$ cat config.mk
export PLATFORM = sky130hd
export DESIGN_NAME = uart_control_two_logic
export DESIGN_NICKNAME = d
export VERILOG_FILES = /design/src/hw/uart_ctl_pkg.sv /design/src/hw/tx_frame_shifter.sv /design/src/hw/uart_control_two_logic.sv
export SDC_FILE = /design/constraint.sdc
export NUM_CORES = 1
export LEC_CHECK = 0
export BUFFER_PORTS_ARGS = -buffer_cell sky130_fd_sc_hd__buf_2
export CORE_MARGIN = 2
export CORE_UTILIZATION = 52
export CTS_CLUSTER_DIAMETER = 120
export DETAILED_ROUTE_END_ITERATION = 7
export HOLD_SLACK_MARGIN = 0.02
export MAX_ROUTING_LAYER = met4
export PLACE_DENSITY = 0.85
export SLEW_MARGIN = 15
export SYNTH_ARGS = -nofsm -noshare
export SYNTH_HDL_FRONTEND = slang
export SYNTH_HIERARCHICAL = 1
export SYNTH_SLANG_ARGS = --single-unit
$ cat constraint.sdc
create_clock -name i_ref_clk -period 2.3 [get_ports i_ref_clk]
set_clock_uncertainty 0.05 [all_clocks]
set_input_delay 0.345 -clock i_ref_clk [delete_from_list [all_inputs] [get_ports i_ref_clk]]
set_output_delay 0.345 -clock i_ref_clk [all_outputs]
set_load 0.05 [all_outputs]
$ cat src/hw/uart_ctl_pkg.sv
// Contract
// - Control register two at offset 3h, readable and writable at any time.
// - Transmit-empty enable bit 7 routes tx_buffer_empty_flag onto the interrupt.
// - Transmit-done enable bit 6 routes tx_done_flag onto the interrupt.
// - Receive-full enable bit 5 routes rx_buffer_full_flag onto the interrupt.
// - Line-quiet enable bit 4 routes the idle-line flag onto the interrupt.
// - Transmitter starts buffered data only with transmitter_on bit 3 set; it drives the pin.
// - In single-wire mode the direction bit decides transmit pin direction.
// - Clearing then setting transmitter_on during activity queues one idle character.
// - After transmitter_on clears, pin stays driven until queued work finishes.
// - Receive pin is released when rx_on is 0 or loopback is set.
// - Writing rx_standby 1 parks the receiver until idle or address-mark wakeup.
// - Hardware clears rx_standby when the selected wakeup condition appears.
// - Writing break_request 1 then 0 queues one break character.
// - Held break_request keeps queuing zero breaks, 10/11 or 13/14 bits long.
// - One or two breaks may be sent for a short break_request pulse.
// - Loopback routes transmitter output to the receiver, receive pin unused.
// - Loopback plus rx source select joins transmit pin to both directions.
// - tx_buffer_empty_flag is set at reset and when data moves to the shifter.
package uart_ctl_pkg;
    // Register offsets
    localparam logic [2:0] MODE_OFS = 3'h0;
    localparam logic [2:0] CTRL2_OFS = 3'h3;
    localparam logic [2:0] STATUS_OFS = 3'h4;
    localparam logic [2:0] DATA_OFS = 3'h7;
    // Control register two fields
    localparam int TX_EMPTY_IRQ_EN_BIT = 7;
    localparam int TX_DONE_IRQ_EN_BIT = 6;
    localparam int RX_FULL_IRQ_EN_BIT = 5;
    localparam int LINE_QUIET_IRQ_EN_BIT = 4;
    localparam int TRANSMITTER_ON_BIT = 3;
    localparam int RX_ON_BIT = 2;
    localparam int RX_STANDBY_BIT = 1;
    localparam int BREAK_REQUEST_BIT = 0;
    localparam logic [7:0] CTRL2_RESET = 8'h00;
    // Mode register fields
    localparam int LONG_BREAK_BIT = 0;
    localparam int NINE_BIT_BIT = 1;
    localparam int WAKE_METHOD_BIT = 2;
    localparam int LOOPBACK_BIT = 3;
    localparam int RX_SOURCE_BIT = 4;
    localparam int DIRECTION_BIT = 5;
    localparam int TX_NINTH_BIT = 6;
    localparam logic [7:0] MODE_RESET = 8'h00;
    // Status register fields
    localparam int ST_TX_EMPTY_BIT = 7;
    localparam int ST_TX_DONE_BIT = 6;
    localparam int ST_RX_FULL_BIT = 5;
    localparam int ST_LINE_QUIET_BIT = 4;
    // Frame lengths in bit times
    localparam logic [3:0] FRAME_LEN_8 = 4'ha;
    localparam logic [3:0] FRAME_LEN_9 = 4'hb;
    localparam logic [3:0] LONG_BREAK_EXTRA = 4'h3;
endpackage

$ cat src/hw/tx_frame_shifter.sv
`timescale 1ns/1ps
`default_nettype none
module tx_frame_shifter (
    // Clock and reset
    input wire logic i_ref_clk,
    input wire logic i_nrst,
    // Bit timing
    input wire logic i_bit_tick,
    // Frame load
    input wire logic i_load,
    input wire logic [14:0] i_frame,
    input wire logic [3:0] i_len,
    // Line side
    output logic o_busy,
    output logic o_serial
);
    logic [14:0] shift_reg;
    logic [3:0] count_reg;
    logic serial_reg;

    // A load restarts the frame even mid-tick; the first bit may be short
    always_ff @(posedge i_ref_clk or negedge i_nrst) begin
        if (!i_nrst) begin
            shift_reg <= 15'h7fff;
            count_reg <= 4'h0;
            serial_reg <= 1'b1;
        end else if (i_load) begin
            shift_reg <= i_frame;
            count_reg <= i_len;
            serial_reg <= i_frame[0];
        end else if (i_bit_tick && count_reg != 4'h0) begin
            shift_reg <= {1'b1, shift_reg[14:1]};
            count_reg <= count_reg - 4'h1;
            serial_reg <= (count_reg == 4'h1) ? 1'b1 : shift_reg[1];
        end
    end

    assign o_busy = (count_reg != 4'h0);
    assign o_serial = serial_reg;
endmodule
`default_nettype wire

$ cat src/hw/uart_control_two_logic.sv
// Chosen here: strobed register access.
`timescale 1ns/1ps
`default_nettype none
module uart_control_two_logic (
    // Clock and reset
    input wire logic i_ref_clk,
    input wire logic i_nrst,
    // Register port
    input wire logic [2:0] i_addr,
    input wire logic [7:0] i_wdata,
    input wire logic i_wr,
    input wire logic i_rd,
    output logic [7:0] o_rdata,
    // Baud generator and receiver side
    input wire logic i_bit_tick,
    input wire logic i_rx_full_flag,
    input wire logic i_line_quiet_flag,
    input wire logic i_rx_idle_detect,
    input wire logic i_rx_char_done,
    input wire logic i_rx_msb,
    // Transmit pin
    input wire logic i_txd_pin,
    output logic o_txd_out,
    output logic o_txd_oe,
    // Receive pin and receiver input
    input wire logic i_rxd_pin,
    output logic o_rxd_owned,
    output logic o_rx_serial,
    output logic o_rx_standby,
    // Interrupt request
    output logic o_irq
);
    logic [7:0] ctrl2_reg;
    logic [7:0] ctrl2_next;
    logic [7:0] mode_reg;
    logic [8:0] txbuf_reg;
    logic tx_empty_reg;
    logic break_pending_reg;
    logic idle_pending_reg;
    logic [7:0] rdata_reg;
    logic rx_serial_reg;
    logic txd_meta_reg;
    logic txd_sync_reg;
    logic rxd_meta_reg;
    logic rxd_sync_reg;

    // Frame length for the current character format
    function automatic logic [3:0] frame_len(input logic nine_bit);
        frame_len = nine_bit ? uart_ctl_pkg::FRAME_LEN_9 : uart_ctl_pkg::FRAME_LEN_8;
    endfunction

    // Register decode
    wire wr_ctrl2 = i_wr && (i_addr == uart_ctl_pkg::CTRL2_OFS);
    wire wr_mode = i_wr && (i_addr == uart_ctl_pkg::MODE_OFS);
    wire wr_data = i_wr && (i_addr == uart_ctl_pkg::DATA_OFS);

    // Control fields
    wire tx_empty_irq_en = ctrl2_reg[uart_ctl_pkg::TX_EMPTY_IRQ_EN_BIT];
    wire tx_done_irq_en = ctrl2_reg[uart_ctl_pkg::TX_DONE_IRQ_EN_BIT];
    wire rx_full_irq_en = ctrl2_reg[uart_ctl_pkg::RX_FULL_IRQ_EN_BIT];
    wire line_quiet_irq_en = ctrl2_reg[uart_ctl_pkg::LINE_QUIET_IRQ_EN_BIT];
    wire transmitter_on = ctrl2_reg[uart_ctl_pkg::TRANSMITTER_ON_BIT];
    wire rx_on = ctrl2_reg[uart_ctl_pkg::RX_ON_BIT];
    wire rx_standby = ctrl2_reg[uart_ctl_pkg::RX_STANDBY_BIT];
    wire break_request = ctrl2_reg[uart_ctl_pkg::BREAK_REQUEST_BIT];
    wire long_break_select = mode_reg[uart_ctl_pkg::LONG_BREAK_BIT];
    wire nine_bit = mode_reg[uart_ctl_pkg::NINE_BIT_BIT];
    wire wake_method = mode_reg[uart_ctl_pkg::WAKE_METHOD_BIT];
    wire loopback_select = mode_reg[uart_ctl_pkg::LOOPBACK_BIT];
    wire rx_source_select = mode_reg[uart_ctl_pkg::RX_SOURCE_BIT];
    wire single_wire_direction = mode_reg[uart_ctl_pkg::DIRECTION_BIT];
    wire single_wire = loopback_select && rx_source_select;

    // Standby release: idle line or a character with its top data bit set
    wire wake_cond = wake_method ? (i_rx_char_done && i_rx_msb) : i_rx_idle_detect;
    wire wake_hit = rx_standby && wake_cond;
    wire [7:0] ctrl2_hw = wake_hit ? (ctrl2_reg & ~(8'h01 << uart_ctl_pkg::RX_STANDBY_BIT))
                                   : ctrl2_reg;
    // A software write wins over the automatic clear in the same cycle
    assign ctrl2_next = wr_ctrl2 ? i_wdata : ctrl2_hw;

    // Queue requests seen on rising edges of the written bits
    wire te_rise = wr_ctrl2 && i_wdata[uart_ctl_pkg::TRANSMITTER_ON_BIT] && !transmitter_on;
    wire brk_rise = wr_ctrl2 && i_wdata[uart_ctl_pkg::BREAK_REQUEST_BIT] && !break_request;

    // Shifter scheduling: break first, then idle, then buffered data
    logic sh_busy;
    logic sh_serial;
    wire sh_free = !sh_busy;
    // A held request reloads a break whenever the shifter frees with transmitter_on set; a short pulse may give two
    wire held_break = break_request && transmitter_on;
    wire start_break = sh_free && (break_pending_reg || held_break);
    wire start_idle = sh_free && !start_break && idle_pending_reg;
    // Buffered data waits for the transmitter; only queued idle and break drain when off
    wire start_data = sh_free && transmitter_on && !start_break && !idle_pending_reg
                      && !tx_empty_reg;
    wire sh_load = start_break || start_idle || start_data;
    wire [3:0] data_len = frame_len(nine_bit);
    wire [3:0] break_len = long_break_select ? 4'(data_len + uart_ctl_pkg::LONG_BREAK_EXTRA)
                                             : data_len;
    wire [14:0] data_frame = nine_bit ? {5'h1f, txbuf_reg, 1'b0} : {6'h3f, txbuf_reg[7:0], 1'b0};
    wire [14:0] sh_frame = start_break ? 15'h0000 : (start_idle ? 15'h7fff : data_frame);
    wire [3:0] sh_len = start_break ? break_len : data_len;

    // Activity that holds off the transmit-done flag, unsent buffered data included
    wire tx_pending = !tx_empty_reg || break_pending_reg || idle_pending_reg;
    wire tx_active = sh_busy || tx_pending || (break_request && transmitter_on);
    wire tx_done_flag = !tx_active;
    wire tx_buffer_empty_flag = tx_empty_reg;

    tx_frame_shifter u_shifter (
        .i_ref_clk(i_ref_clk),
        .i_nrst(i_nrst),
        .i_bit_tick(i_bit_tick),
        .i_load(sh_load),
        .i_frame(sh_frame),
        .i_len(sh_len),
        .o_busy(sh_busy),
        .o_serial(sh_serial)
    );

    // Control and mode registers
    always_ff @(posedge i_ref_clk or negedge i_nrst) begin
        if (!i_nrst) begin
            ctrl2_reg <= uart_ctl_pkg::CTRL2_RESET;
            mode_reg <= uart_ctl_pkg::MODE_RESET;
        end else begin
            ctrl2_reg <= ctrl2_next;
            mode_reg <= wr_mode ? i_wdata : mode_reg;
        end
    end

    // Queued break and idle; a new request in the start cycle is kept
    always_ff @(posedge i_ref_clk or negedge i_nrst) begin
        if (!i_nrst) begin
            break_pending_reg <= 1'b0;
            idle_pending_reg <= 1'b0;
        end else begin
            break_pending_reg <= brk_rise || (break_pending_reg && !start_break);
            idle_pending_reg <= te_rise || (idle_pending_reg && !start_idle);
        end
    end

    // Transmit buffer; a write during the hand-off refills it at once
    always_ff @(posedge i_ref_clk or negedge i_nrst) begin
        if (!i_nrst) begin
            txbuf_reg <= 9'h000;
            tx_empty_reg <= 1'b1;
        end else begin
            if (wr_data) begin
                txbuf_reg <= {mode_reg[uart_ctl_pkg::TX_NINTH_BIT], i_wdata};
            end
            tx_empty_reg <= wr_data ? 1'b0 : (tx_empty_reg || start_data);
        end
    end

    // Pin synchronisers: two stages before anything looks at the pins
    always_ff @(posedge i_ref_clk or negedge i_nrst) begin
        if (!i_nrst) begin
            txd_meta_reg <= 1'b1;
            txd_sync_reg <= 1'b1;
            rxd_meta_reg <= 1'b1;
            rxd_sync_reg <= 1'b1;
        end else begin
            txd_meta_reg <= i_txd_pin;
            txd_sync_reg <= txd_meta_reg;
            rxd_meta_reg <= i_rxd_pin;
            rxd_sync_reg <= rxd_meta_reg;
        end
    end

    // Transmit pin ownership and direction
    // Unsent buffered data cannot keep the pin, or it would stay claimed for ever
    wire pin_claimed = transmitter_on || sh_busy || break_pending_reg
                       || idle_pending_reg;
    wire pin_outward = !single_wire || single_wire_direction;
    assign o_txd_oe = pin_claimed && pin_outward;
    assign o_txd_out = sh_serial;
    assign o_rxd_owned = rx_on && !loopback_select;

    // Receiver input select; single-wire hears its own line while driving
    wire rx_src_single = o_txd_oe ? sh_serial : txd_sync_reg;
    wire rx_src = loopback_select ? (rx_source_select ? rx_src_single : sh_serial)
                                  : rxd_sync_reg;
    always_ff @(posedge i_ref_clk or negedge i_nrst) begin
        if (!i_nrst) begin
            rx_serial_reg <= 1'b1;
        end else begin
            rx_serial_reg <= rx_src;
        end
    end
    assign o_rx_serial = rx_serial_reg;
    assign o_rx_standby = rx_standby;

    // Read mux; unmapped offsets and the data offset read zero
    wire [7:0] status_word = {tx_buffer_empty_flag, tx_done_flag, i_rx_full_flag,
                              i_line_quiet_flag, 4'h0};
    wire [7:0] rd_word = (i_addr == uart_ctl_pkg::CTRL2_OFS) ? ctrl2_reg :
                         (i_addr == uart_ctl_pkg::MODE_OFS) ? mode_reg :
                         (i_addr == uart_ctl_pkg::STATUS_OFS) ? status_word : 8'h00;
    always_ff @(posedge i_ref_clk or negedge i_nrst) begin
        if (!i_nrst) begin
            rdata_reg <= 8'h00;
        end else begin
            rdata_reg <= i_rd ? rd_word : 8'h00;
        end
    end
    assign o_rdata = rdata_reg;

    // Level interrupt; drops only when every enabled flag has cleared
    wire irq_tx_empty = tx_empty_irq_en && tx_buffer_empty_flag;
    wire irq_tx_done = tx_done_irq_en && tx_done_flag;
    wire irq_rx_full = rx_full_irq_en && i_rx_full_flag;
    wire irq_quiet = line_quiet_irq_en && i_line_quiet_flag;
    assign o_irq = irq_tx_empty || irq_tx_done || irq_rx_full || irq_quiet;

    // Checks
    a_ctrl2_write: assert property (@(posedge i_ref_clk) disable iff (!i_nrst)
        wr_ctrl2 |=> ctrl2_reg == $past(i_wdata))
        else $error("control register two did not take the write");
    a_ctrl2_read: assert property (@(posedge i_ref_clk) disable iff (!i_nrst)
        (i_rd && i_addr == uart_ctl_pkg::CTRL2_OFS) |=> o_rdata == $past(ctrl2_reg))
        else $error("control register two read back wrong");
    a_irq_tx_empty: assert property (@(posedge i_ref_clk) disable iff (!i_nrst)
        (ctrl2_reg[7] && tx_empty_reg) |-> o_irq)
        else $error("transmit empty interrupt missing");
    a_irq_tx_done: assert property (@(posedge i_ref_clk) disable iff (!i_nrst)
        (ctrl2_reg[6] && !sh_busy && !tx_pending && !break_request) |-> o_irq)
        else $error("transmit done interrupt missing");
    a_irq_rx_full: assert property (@(posedge i_ref_clk) disable iff (!i_nrst)
        (ctrl2_reg[5] && i_rx_full_flag) |-> o_irq)
        else $error("receive full interrupt missing");
    a_irq_quiet: assert property (@(posedge i_ref_clk) disable iff (!i_nrst)
        (ctrl2_reg[4] && i_line_quiet_flag) |-> o_irq)
        else $error("line quiet interrupt missing");
    a_irq_none: assert property (@(posedge i_ref_clk) disable iff (!i_nrst)
        (ctrl2_reg[7:4] == 4'h0) |-> !o_irq)
        else $error("interrupt raised with all enables off");
    a_te_drives_pin: assert property (@(posedge i_ref_clk) disable iff (!i_nrst)
        (transmitter_on && !single_wire) |-> o_txd_oe)
        else $error("transmit pin not driven while transmitter on");
    a_single_wire_in: assert property (@(posedge i_ref_clk) disable iff (!i_nrst)
        (single_wire && !single_wire_direction) |-> !o_txd_oe)
        else $error("single wire inbound yet pin driven");
    a_idle_queued: assert property (@(posedge i_ref_clk) disable iff (!i_nrst)
        te_rise |=> idle_pending_reg ##1 (sh_busy || idle_pending_reg))
        else $error("idle character not queued");
    a_pin_held_off: assert property (@(posedge i_ref_clk) disable iff (!i_nrst)
        (!transmitter_on && sh_busy && !single_wire) |-> o_txd_oe)
        else $error("pin released with frame in flight");
    a_rx_pin_free: assert property (@(posedge i_ref_clk) disable iff (!i_nrst)
        (loopback_select || !rx_on) |-> !o_rxd_owned)
        else $error("receive pin kept while it should be released");
    a_wake_clear: assert property (@(posedge i_ref_clk) disable iff (!i_nrst)
        (wake_hit && !wr_ctrl2) |=> !rx_standby)
        else $error("standby not cleared on wakeup");
    a_break_zero: assert property (@(posedge i_ref_clk) disable iff (!i_nrst)
        start_break |=> (!o_txd_out && sh_busy) [*2])
        else $error("break frame not low");
    a_buf_empty_set: assert property (@(posedge i_ref_clk) disable iff (!i_nrst)
        (start_data && !wr_data) |=> tx_empty_reg && sh_busy)
        else $error("buffer empty flag not set on hand-off");
    a_data_waits: assert property (@(posedge i_ref_clk) disable iff (!i_nrst)
        (!transmitter_on && !tx_empty_reg && sh_free && !break_pending_reg && !idle_pending_reg)
        |=> !sh_busy)
        else $error("data started with the transmitter off");
    a_pin_released: assert property (@(posedge i_ref_clk) disable iff (!i_nrst)
        (!transmitter_on && !sh_busy && !break_pending_reg && !idle_pending_reg && !wr_ctrl2)
        |=> !o_txd_oe)
        else $error("transmit pin kept after all work finished");
    a_break_repeat: assert property (@(posedge i_ref_clk) disable iff (!i_nrst)
        (sh_free && held_break) |=> (sh_busy && !o_txd_out))
        else $error("held break did not restart");
    a_loop_source: assert property (@(posedge i_ref_clk) disable iff (!i_nrst)
        (loopback_select && !rx_source_select) |=> o_rx_serial == $past(sh_serial))
        else $error("loopback receiver input not the transmitter");
endmodule
`default_nettype wire

==> metrics.txt <==
Largest register FFs 14; critical-path maximum fanout 6; core area roughly 5500 µm²; final worst path period share between 90 and 100%; fmax around 0.44 GHz; ys async rst share 100.0%; Max Transition Viols Final 0; crit path from u_shifter/count_reg[0]$_DFFE_PN0P_; synth unique cells 56; Finish-stage setup viols 0; Final min period 2298 ps; slowest CP cell dfrtp_1; worst IR drop on VDD roughly 670 µV; drt drc 0; Worst path top cell family by delay simple AND/OR/NAND/NOR gates; dpl cells around 380; placed cell area roughly 3300 µm²; PwrDens ~1200 nW/µm²; top cell type's share of synthesized area 32.55%; Clk pin slew, worst setup/hold paths approximately 70 ps; pin count of the biggest net entering global routing 35; GPL Wtd Cong a little under 0.9; top cells by count, synth dfrtp_1 (39), o21ai_0 (29), a21oi_1 (22), dfstp_2 (21), mux2_2 (19); die height 79.93 µm; Post-Route WL roughly 6600 µm; post-synthesis sequential area ratio about half; TritonCTS clock tree built; final non-filler cell area ~3500 µm²; Worst path most repeated cell inv_2; Detailed Place HPWL 4476 µm; largest area contributor in the synthesized netlist dfrtp_1; Crit. End Element output pin; share of layout cells above drive strength 1 36.56%; Max-Cap Viols 0; Worst Tran Pin Value 615.8 ps; multi-input logic area between 1000 and 1500 µm²; initial antenna violation count 0; area growth from synthesis to layout 17.90%; Worst path depth 8; RSZ-0062 raised after global routing true; H-tree levels 3; CP endpoint o_irq; CP cell instances inv_2 > ha_4 > nor3b_4 > inv_2 > a2111oi_4 > nand3_2 > nand2_4 > buf_8; Vias/cell a little under 6; root buffer cell clkbuf_8; Worst R2R Path Depth 11; Worst EP arrival 1900 ps; Static Leak 1.493 nW; 1st-iter DRT viols between 200 and 300; Antenna Cells 0; reg-to-reg endpoint u_shifter/count_reg[0]$_DFFE_PN0P_; Synth Net Count around 300; count leader, synth dfrtp_1; Avg WL per Cell between 15 and 20 µm; Critical Path RT around 1900 ps; critical path startpoint category register; number of flops mapped to enable cells by yosys 0; post-synthesis register bit count 60; register-to-register setup slack about 180 ps; initial core utilization a little over half; Synth Flop Type dfrtp_1; first-pass GRT wire length 11,030 µm; Finished Core Util approximately 64%; Netlist Area Pre-Place 2998 µm²; clk sinks 60; Hold Fails Final Rpt 0; number of buffers created by CTS 9; All-Layer GR Usage between 20% and 30%; Skew-Pair Late Insertion Delay 330 ps; Post-Syn Area per Cell around 11 µm²; RR Startpoint u_shifter/count_reg[0]$_DFFE_PN0P_; clk buf depth 2; total power around 4.2 mW; max_slew headroom approximately 59%; Antenna Nets Post-Route 0; # fillers between 400 and 500; Post-Syn Instances roughly 280; biggest cell delay along the critical path about 400 ps; Die W between 70 and 80 µm; worst hold path class in2reg; Via Count ~2,400; number of port buffers 36; vias in the first global route between 2,000 and 2,500; die area roughly 6400 µm²; IO Pins 37; # rows 27; DR pass1 iterations 5; register area roughly 1500 µm²; Crit Path Class reg2out; outcome completed; Non-Filler Instances approximately 400; most area-consuming cells after synthesis dfrtp_1 (33%), dfstp_2 (18%), mux2_2 (7.1%); Critical path buffers and inverters 3; fin nets 352; yosys warns 6; grt ovf 0
where the power goes:
group / internal (mW) / switching, mW
Clock: 0.531 / 0.420
Sequential: 1.47 / 0.272
Combinational: 0.663 / 0.821
Total: 2.67 / 1.51
layer usage:
layer	routed length, µm	track usage [%]
met1	2935	31.34
met2	3162	34.33
met3	403	6.222
met4	113	6.102
met5	0	-
kinds of logic after synthesis:
family                   synth area share (%)
AO/OA/AOI/OAI                           20.83
AND/OR/NAND/NOR                         13.90
flip-flops                              50.96
buffers and inverters                   5.801
multiplexers                            7.137
adder cells (fa/ha/maj)                 1.252
other                                  0.1251
stage by stage:
stage	setup TNS [ps]	setup WS, ps	hold slack (ps)
3_5_place_dp	0	42.36	297.2
2_1_floorplan	-3.035	-3.035	-0.5911
4_1_cts	0	3.411	44.01
3_3_place_gp	0	126.4	296.6
5_1_grt	-62.87	-62.87	42.19
6_report	0	2.194	55.12
layout make-up:
| class | instances | share of cell area (%) |
|---|---|---|
| Sequential cell | 60 | 43.22 |
| Multi-Input combinational cell | 188 | 37.70 |
| Timing Repair Buffer | 52 | 9.204 |
| Clock buffer | 11 | 4.000 |
| Tap cell | 72 | 2.549 |
| Clock inverter | 5 | 1.735 |
| Inverter | 15 | 1.593 |
timing repair:
item,4_1_cts,5_1_grt
hold endpoints to repair,17,0
pin swaps,2,0
setup endpoints to repair,1,7
hold buffers,1,0
gates resized for setup,4,1
setup buffers,7,0
cells in the final DEF (no fill, tap or decap), types with 2 or more instances in the layout:
| master | count |
|---|---|
| a21oi_1 | 21 |
| a22oi_1 | 4 |
| a31oi_1 | 13 |
| buf_2 | 35 |
| buf_4 | 14 |
| clkbuf_8 | 10 |
| clkinvlp_4 | 3 |
| dfrtp_1 | 39 |
| dfstp_2 | 21 |
| ha_1 | 2 |
| inv_1 | 11 |
| inv_2 | 4 |
| mux2_2 | 19 |
| nand2_1 | 13 |
| nand2b_1 | 3 |
| nand3_1 | 4 |
| nor2_1 | 12 |
| nor2b_1 | 14 |
| nor3_1 | 2 |
| nor3b_1 | 4 |
| o21a_1 | 8 |
| o21ai_0 | 29 |
| o21bai_1 | 3 |
| o31a_1 | 2 |
worst min path at each step:
stage / end / startpoint / slack (ps) / depth (start not counted)
3_3_place_gp: txd_sync_reg$_DFF_PN1_ / txd_meta_reg$_DFF_PN1_ / 300 / 0
4_1_cts: txd_meta_reg$_DFF_PN1_ / i_txd_pin / 40 / 1
5_1_grt: txd_meta_reg$_DFF_PN1_ / i_txd_pin / 40 / 1
6_report: txd_meta_reg$_DFF_PN1_ / i_txd_pin / 60 / 1
2_1_floorplan: break_pending_reg$_DFF_PN0_ / i_nrst / -0.6 / 0
3_5_place_dp: rxd_sync_reg$_DFF_PN1_ / rxd_meta_reg$_DFF_PN1_ / 300 / 0
worst reg2reg max path: cells and delay by family, from the launching register on:
kind | cells | cell delay (ps)
buf+inv | 5 | 670
compound gates | 2 | 300
fa+ha+maj | 1 | 150
flops | 1 | 400
simple gates | 3 | 500
Power figures use the tool's default switching activity.
